==> src/rtl/oamsc_pkg.sv <==
// Package for the maintenance status and counter register bank.
// Assumes a 32-bit APB slave with one register per aligned word.
package oamsc_pkg;
   // Printed offsets are register indices; byte address is four times each
   localparam logic [7:0] IDX_CTRL = 8'h44;
   localparam logic [7:0] IDX_TX_CNT = 8'h4d;
   localparam logic [7:0] IDX_RX_CNT = 8'h4e;
   localparam logic [7:0] IDX_SHADOW = 8'h4f;
   localparam logic [7:0] IDX_STATUS = 8'h50;
   localparam logic [7:0] IDX_PARTNER = 8'h58;
   localparam logic [7:0] IDX_IRQ_STAT = 8'h60;
   localparam logic [7:0] IDX_IRQ_MASK = 8'h61;
   localparam logic [7:0] CNT_RESET = 8'h00;
   localparam logic [7:0] CTRL_CLEAR_VAL = 8'h00;
   localparam logic [7:0] SHADOW_RST_TERM = 8'h07;
   localparam logic [7:0] SHADOW_RST_CENTER = 8'h47;
   localparam logic [7:0] CTRL_RESET = 8'h00;
   // Status byte field positions
   localparam int BIT_SIDE = 6;
   localparam int BIT_LOOP = 5;
   localparam int BIT_LOSS = 4;
   localparam int BIT_DIAG = 3;
   localparam int BIT_CU_DOWN = 2;
   localparam int BIT_OPT_ABS = 1;
   localparam int BIT_PWR = 0;
   // Interrupt status bits
   localparam int IRQ_TX_WRAP = 0;
   localparam int IRQ_RX_WRAP = 1;
   localparam int IRQ_SHADOW_UPD = 2;
   localparam int IRQ_OPT_CHG = 3;
   localparam int IRQ_W = 4;
   localparam logic [3:0] IRQ_MASK_RESET = 4'h0;

   typedef struct packed {
      logic speed;
      logic converter_side_flag;
      logic loopback_flag;
      logic signal_loss_method;
      logic diag_result_flag;
      logic copper_link_down_flag;
      logic optical_signal_absent;
      logic powerdown_flag;
   } oamsc_status_t;

   typedef struct packed {
      logic center_loop_state_a;
      logic center_loop_state_b;
      logic user_loop_state;
   } oamsc_loop_t;
endpackage

==> src/rtl/oamsc_regs.sv <==
// Maintenance frame counters, partner status shadow and local status byte.
// Assumes an APB master on pclk and frame events that are one-cycle pulses.
// How it works
// - Transmit counter steps once for every valid maintenance frame sent.
// - Receive counter steps only for good CRC, valid opcode, valid direction.
// - Both counters are 8 bits, count up to 255, reset to zero.
// - Writing zero to control register 0x44 clears both counters.
// - Terminal side: shadow mirrors partner status whenever optical link is up.
// - Center side: shadow copies partner status when link up after power-on.
// - Center side: warm reset or power-down keep the shadow value.
// - Center side: after link returns, shadow mirrors again while link up.
// - Status bit 6 is 1 on terminal side, 0 on center side.
// - Status bit 5 is 1 while in any loopback state.
// - Status bit 4 picks loss reporting; terminal side loads it from a pin.
// - Status bit 3 is diagnostic fail; terminal side follows the diag pin.
// - Status bit 2 is copper link down, resets to 1, hardware on terminal.
// - Status bit 1 is 1 when no optical signal is detected.
// - Optical signal absence comes from polling the fiber detect pin.
// - Partner status byte uses the same layout as the local status byte.
`timescale 1ns/1ps
module oamsc_regs #(
   parameter int CNT_W = 8
) (
   input wire logic pclk,
   input wire logic presetn,
   input wire logic por_n,
   input wire logic [31:0] paddr,
   input wire logic psel,
   input wire logic penable,
   input wire logic pwrite,
   input wire logic [31:0] pwdata,
   input wire logic [3:0] pstrb,
   output logic [31:0] prdata,
   output logic pready,
   output logic pslverr,
   input wire logic terminal_mode,
   input wire logic opt_link_up,
   input wire logic [7:0] partner_status,
   input wire logic tx_frame_valid,
   input wire logic rx_frame_done,
   input wire logic rx_crc_good,
   input wire logic rx_opcode_valid,
   input wire logic rx_dir_valid,
   input wire oamsc_pkg::oamsc_loop_t loop_states,
   input wire logic link_speed,
   input wire logic loss_method_pin,
   input wire logic diag_fail_pin,
   input wire logic copper_link_down,
   input wire logic fiber_signal_detect_pin,
   input wire logic powerdown_pin_n,
   output oamsc_pkg::oamsc_status_t local_status,
   output logic irq
);
   // Read path and wrap events are built for byte-wide counters only
   if (CNT_W != 8) begin : g_cnt_w_check
      $error("counter width must be 8");
   end

   logic [CNT_W-1:0] maint_tx_frame_count;
   logic [CNT_W-1:0] maint_rx_frame_count;
   logic [7:0] partner_status_shadow;
   logic [7:0] ctrl_reg;
   logic cpu_loss_method;
   logic cpu_diag;
   logic cpu_copper_down;
   logic [oamsc_pkg::IRQ_W-1:0] irq_stat;
   logic [oamsc_pkg::IRQ_W-1:0] irq_mask;
   logic opt_abs_q;
   logic opt_primed;
   logic seen_por_release;
   logic [31:0] next_prdata;
   oamsc_pkg::oamsc_status_t status_now;

   function automatic logic hit(input logic [31:0] a, input logic [7:0] idx);
      hit = (a[31:2] == {22'h0, idx}) && (a[1:0] == 2'b00);
   endfunction

   wire wr_en = psel && penable && pwrite;
   wire rd_en = psel && !penable && !pwrite;
   wire lane0 = pstrb[0];
   wire hit_ctrl = hit(paddr, oamsc_pkg::IDX_CTRL);
   wire hit_tx = hit(paddr, oamsc_pkg::IDX_TX_CNT);
   wire hit_rx = hit(paddr, oamsc_pkg::IDX_RX_CNT);
   wire hit_sh = hit(paddr, oamsc_pkg::IDX_SHADOW);
   wire hit_st = hit(paddr, oamsc_pkg::IDX_STATUS);
   wire hit_is = hit(paddr, oamsc_pkg::IDX_IRQ_STAT);
   wire hit_im = hit(paddr, oamsc_pkg::IDX_IRQ_MASK);
   wire mapped = hit_ctrl | hit_tx | hit_rx | hit_sh | hit_st | hit_is | hit_im;
   wire clr_cnt = wr_en && hit_ctrl && lane0 && pwdata[7:0] == oamsc_pkg::CTRL_CLEAR_VAL;
   wire rx_good = rx_frame_done && rx_crc_good && rx_opcode_valid && rx_dir_valid;
   wire st_wr = wr_en && hit_st && lane0 && !terminal_mode;
   // Shadow tracks partner only while optical link is up; otherwise holds
   wire shadow_load = opt_link_up && seen_por_release;
   // Center side freezes the copy while powered down
   wire shadow_take = shadow_load && (terminal_mode || powerdown_pin_n);
   // First cycle after reset skipped so the reset value raises no event
   wire [oamsc_pkg::IRQ_W-1:0] irq_evt = {
      opt_primed && (opt_abs_q != !fiber_signal_detect_pin),
      shadow_take && partner_status_shadow != partner_status,
      rx_good && maint_rx_frame_count == '1,
      tx_frame_valid && maint_tx_frame_count == '1};
   wire [oamsc_pkg::IRQ_W-1:0] irq_w1c =
      (wr_en && hit_is && lane0) ? pwdata[oamsc_pkg::IRQ_W-1:0] : '0;

   always_comb begin
      status_now = '0;
      status_now.speed = link_speed;
      status_now.converter_side_flag = terminal_mode;
      status_now.loopback_flag = |loop_states;
      status_now.signal_loss_method = terminal_mode ? loss_method_pin : cpu_loss_method;
      status_now.diag_result_flag = terminal_mode ? diag_fail_pin : cpu_diag;
      status_now.copper_link_down_flag = terminal_mode ? copper_link_down : cpu_copper_down;
      status_now.optical_signal_absent = opt_abs_q;
      status_now.powerdown_flag = !powerdown_pin_n;
   end

   always_comb begin
      next_prdata = 32'h0;
      if (hit_ctrl) next_prdata[7:0] = ctrl_reg;
      if (hit_tx) next_prdata[7:0] = maint_tx_frame_count;
      if (hit_rx) next_prdata[7:0] = maint_rx_frame_count;
      if (hit_sh) next_prdata[7:0] = partner_status_shadow;
      if (hit_st) next_prdata[7:0] = status_now;
      if (hit_is) next_prdata[oamsc_pkg::IRQ_W-1:0] = irq_stat;
      if (hit_im) next_prdata[oamsc_pkg::IRQ_W-1:0] = irq_mask;
   end

   assign pready = 1'b1;
   assign pslverr = psel && penable && !mapped;
   // A set mask bit silences that event
   assign irq = |(irq_stat & ~irq_mask);

   always_ff @(posedge pclk or negedge presetn) begin
      if (!presetn) begin
         prdata <= 32'h0;
         local_status <= '0;
         opt_abs_q <= 1'b1;
         opt_primed <= 1'b0;
      end else begin
         opt_primed <= 1'b1;
         if (rd_en) prdata <= next_prdata;
         local_status <= status_now;
         opt_abs_q <= !fiber_signal_detect_pin;
      end
   end

   // Counters: 8-bit wrap at 255, clear from control write wins
   always_ff @(posedge pclk or negedge presetn) begin
      if (!presetn) begin
         maint_tx_frame_count <= oamsc_pkg::CNT_RESET;
         maint_rx_frame_count <= oamsc_pkg::CNT_RESET;
         ctrl_reg <= oamsc_pkg::CTRL_RESET;
      end else begin
         if (wr_en && hit_ctrl && lane0) ctrl_reg <= pwdata[7:0];
         if (clr_cnt) maint_tx_frame_count <= oamsc_pkg::CNT_RESET;
         else if (tx_frame_valid) maint_tx_frame_count <= maint_tx_frame_count + 1'b1;
         if (clr_cnt) maint_rx_frame_count <= oamsc_pkg::CNT_RESET;
         else if (rx_good) maint_rx_frame_count <= maint_rx_frame_count + 1'b1;
      end
   end

   always_ff @(posedge pclk or negedge presetn) begin
      if (!presetn) begin
         cpu_loss_method <= 1'b0;
         cpu_diag <= 1'b0;
         cpu_copper_down <= 1'b1;
      end else if (st_wr) begin
         cpu_loss_method <= pwdata[oamsc_pkg::BIT_LOSS];
         cpu_diag <= pwdata[oamsc_pkg::BIT_DIAG];
         cpu_copper_down <= pwdata[oamsc_pkg::BIT_CU_DOWN];
      end
   end

   // Shadow lives on power-on reset only, so warm reset cannot wipe it
   always_ff @(posedge pclk or negedge por_n) begin
      if (!por_n) begin
         partner_status_shadow <= oamsc_pkg::SHADOW_RST_CENTER;
         seen_por_release <= 1'b0;
      end else begin
         seen_por_release <= 1'b1;
         if (!seen_por_release) begin
            partner_status_shadow <= terminal_mode ?
               oamsc_pkg::SHADOW_RST_TERM : oamsc_pkg::SHADOW_RST_CENTER;
         end else if (shadow_take) begin
            partner_status_shadow <= partner_status;
         end
      end
   end

   // Sticky events: set beats a simultaneous write-one clear
   always_ff @(posedge pclk or negedge presetn) begin
      if (!presetn) begin
         irq_stat <= '0;
         irq_mask <= oamsc_pkg::IRQ_MASK_RESET;
      end else begin
         irq_stat <= (irq_stat & ~irq_w1c) | irq_evt;
         if (wr_en && hit_im && lane0) irq_mask <= pwdata[oamsc_pkg::IRQ_W-1:0];
      end
   end
endmodule // oamsc_regs

==> config.mk <==
export PLATFORM = sky130hd
export DESIGN_NAME = oamsc_regs
export DESIGN_NICKNAME = d
export VERILOG_FILES = /design/src/rtl/oamsc_pkg.sv /design/src/rtl/oamsc_regs.sv
export SDC_FILE = /design/constraint.sdc
export NUM_CORES = 1
export LEC_CHECK = 0
export ABC_AREA = 1
export BUFFER_PORTS_ARGS = -buffer_cell sky130_fd_sc_hd__buf_2
export CAP_MARGIN = 10
export CORE_MARGIN = 4
export CORE_UTILIZATION = 49
export DETAILED_ROUTE_END_ITERATION = 8
export GPL_TIMING_DRIVEN = 1
export HOLD_SLACK_MARGIN = 0.1
export MAX_ROUTING_LAYER = met4
export PLACE_DENSITY = 0.92
export SETUP_SLACK_MARGIN = 0.02
export SLEW_MARGIN = 20
export SYNTH_ARGS = -nofsm -noshare
export SYNTH_HDL_FRONTEND = slang
export SYNTH_SLANG_ARGS = --single-unit
==> constraint.sdc <==
create_clock -name pclk -period 1.65 [get_ports pclk]
set_input_delay 0.165 -clock pclk [delete_from_list [all_inputs] [get_ports pclk]]
set_output_delay 0.165 -clock pclk [all_outputs]
set_load 0.02 [all_outputs]
==> flow_summary_export.csv <==
group,metric,value,unit
timing,worst_pin_slew,0.565,ns
floorplan,ioPinCount,141,
placed_design,io_buffers,88,
yosys,ys_seq_area_frac,0.425,
route,drc,0,
floorplan,core,7250,um^2
timing,setup-tns-final,0,ns
cts,clkLatencyLatePin,0.35,ns
yosys,synth_top_flop_cell,"dfrtp_1",
route,routed_wl,10.1,mm
pwr,vdd_drop_max,0.000721,V
grt,first_global_vias,3644,
yosys,synth_area_leader_cell,"dfrtp_1",
finish,finalNetCount,726,
yosys,synth.top_cell.area_share,0.382,
route,ant_nets,0,
timing,finalCritPeriodShare,0.968,
timing,setup_violations,0,
yosys,yosys-top-cells-area,"dfrtp_1, nand2_1, nand3_1, inv_1, buf_4",
timing,hold_violations,0,
yosys,async_flop_share,1.00,
timing,slew_headroom,0.623,
yosys,yosys_warnings,0,
floorplan,start_util,0.506,
yosys,yosysUniqueCellTypes,41,
route,first_pass_iters,5,
pwr,p_clk_frac,0.353,
cts,htree_levels,3,
cts,clock_path_buffers,2,
placed_design,dpl.hpwl,7.96,mm
cts,cts_tree,"yes",
cts,clk_pin_slew,0.07,ns
timing,fmax,626,MHz
yosys,avgSynthCellArea,7.70,um^2
floorplan,die_h,94.5,um
worst_setup_path,crit_path_top_delay_cell,"nor3_4",
worst_setup_path,cp_cell_sequence,"buf_2, nor2_1, nand2_1, nor2_4, inv_2, nor3_4, nand3_2, nand4_1, nor3_2, buf_4",
grt,grt_max_degree,31,
pwr,p_per_area,867,nW/um^2
cts,clock-sinks,62,
worst_setup_path,cp.arrival,1.43,ns
grt,grt_use_total,0.242,
worst_setup_path,crit_path_start_kind,"primary input",
worst_setup_path,critPathKind,"primary input to primary output",
pwr,p_comb_frac,0.190,
finish,drive_gt1_frac,0.296,
pwr,power.static_leakage,2.53,nW
route,post_drt_via_cell_ratio,5.12,
timing,rsz0062_at_grt,"yes",
floorplan,die_w,94.5,um
grt,grt_pass1_wl,16.5,mm
cts,cts_root_buffer,"clkbuf_8",
floorplan,rows,31,
route,drt-initial-drc-count,221,
pwr,switching_share,0.312,
yosys,synth_edf_count,0,
timing,fin_crit,1.60,ns
floorplan,design.die.area,8930,um^2
timing,skew,0.00947,ns
run,max_cap_violations,0,
worst_setup_path,critPathMaxFanout,6,
route,wl_per_cell,13.8,um
pwr,total_power,4.23,mW
grt,antenna_found_initial,0,
cts,cts_buffers,9,
min_path,hp-class,"primary input to flop",
yosys,ys_ff_latch,62,
timing,final_max_slew_viol_count,0,
worst_setup_path,max_stage_delay,0.24,ns
yosys,synth_area,3670,um^2
worst_setup_path,crit_required,1.48,ns
pwr,switching_power,1.32,mW
finish,diodes,0,
finish,synthToLayoutAreaGrowth,33.1,%
route,vias,3738,
pwr,internal-power,2.92,mW
outcome,outcome,"finished clean",
placed_design,place.gp.congestion,0.971,
yosys,yosys-top-cells-count,"nand2_1, dfrtp_1, inv_1",
yosys,synthCells,476,
yosys,yosysMostFrequentCell,"nand2_1",
pwr,p_seq_frac,0.457,
worst_setup_path,worstSetupEndpointType,"primary output",
grt,grt_overflow,0,
finish,num-fill-cells,613,
-- per-layer routing --
layer  share of wire  vias to the layer above  GRT usage  routed length [um]
li1                -                     1818          -                   -
met1            0.40                     1741      0.280                3990
met2            0.51                      152      0.417                5120
met3           0.072                       27     0.0486                 730
met4           0.024                        0     0.0865                 245
met5               0                        -          -                   0
-- repair_timing --
item                       CTS  global route
hold buffers                17             0
gates resized for setup      2            14
setup buffers                4             0
setup endpoints to repair    1             8
hold endpoints to repair    44             0
gates cloned                 0             0
pin swaps                    5             3
-- critical path: cells and delay by family --
family	cells	cell delay, ns
buffers and inverters	3	0.37
AND/OR/NAND/NOR	7	0.89
-- kinds of logic (layout without fill, tap and decap cells) --
logic type | Yosys count | in the layout | share of synthesized area
AOI/OAI and AO/OA | 52 | 52 | 0.0774
xor gates and xnor gates | 9 | 9 | 0.0215
adders and majority gates | 2 | 2 | 0.00682
buffers and inverters | 89 | 219 | 0.120
DFF | 62 | 62 | 0.425
muxes | 4 | 4 | 0.0119
other | 2 | 27 | 0.00205
and+or+nand+nor | 256 | 256 | 0.335
-- final timing paths --
check / from / to / slack [ns] / cells past startpoint
max in group asynchronous: presetn / maint_rx_frame_count[0] / 0.75 / 3
max reg2reg: maint_rx_frame_count[0] / irq_stat[1] / 0.15 / 6
min reg2reg: opt_abs_q / local_status[1] / 0.42 / 0
min: partner_status[5] / partner_status_shadow[5] / 0.11 / 3
max: paddr[15] / pslverr / 0.05 / 10
min in group asynchronous: por_n / partner_status_shadow[4] / 0.19 / 2
-- layout make-up --
class / count / area (um^2) / area share
clock inverter: 7 / 97.6 / 0.0200
clock buffer: 9 / 124 / 0.0254
timing repair buffer: 144 / 937 / 0.192
multi-input combinational: 350 / 1810 / 0.371
inverter: 59 / 228 / 0.0466
sequential: 62 / 1560 / 0.320
tap: 99 / 124 / 0.0254
-- stage by stage --
stage                     utilization  setup WS (ns)  hold WS, ns  area [um^2]  instances
after global routing            0.673        -0.0572        0.113         4880        730
after global placement          0.606        -0.0356       0.0185         4400        693
final                           0.673         0.0521        0.115         4880        730
after CTS                       0.665        0.00506        0.105         4830        730
after detailed placement        0.606         -0.102       0.0263         4400        693
after floorplan                     -          0.105       -0.131         3760        501
-- power by group through the flow --
stage	Clock [mW]	Sequential, mW	Combinational [mW]
6_report	1.49	1.94	0.805
5_1_grt	1.60	1.95	0.918
4_1_cts	1.51	1.92	0.799
3_5_place_dp	0	1.95	0.757
3_3_place_gp	0	1.92	0.712
2_1_floorplan	0	1.90	0.526
-- placed cells by master (no fill, tap or decap), types with 6 or more instances in the layout --
| cell | instances |
|---|---|
| buf_2 | 86 |
| clkbuf_8 | 9 |
| dlygate4sd3_1 | 17 |
| conb_1 | 27 |
| o21ai_1 | 10 |
| o21ai_0 | 27 |
| nand4_1 | 17 |
| xnor2_1 | 6 |
| dfstp_2 | 6 |
| nand3_1 | 51 |
| inv_1 | 53 |
| nor2_2 | 7 |
| nor3_1 | 11 |
| dfrtp_1 | 55 |
| nand2_1 | 99 |
| nor2_1 | 42 |
| buf_4 | 38 |
(Power assumes the default switching activity.)
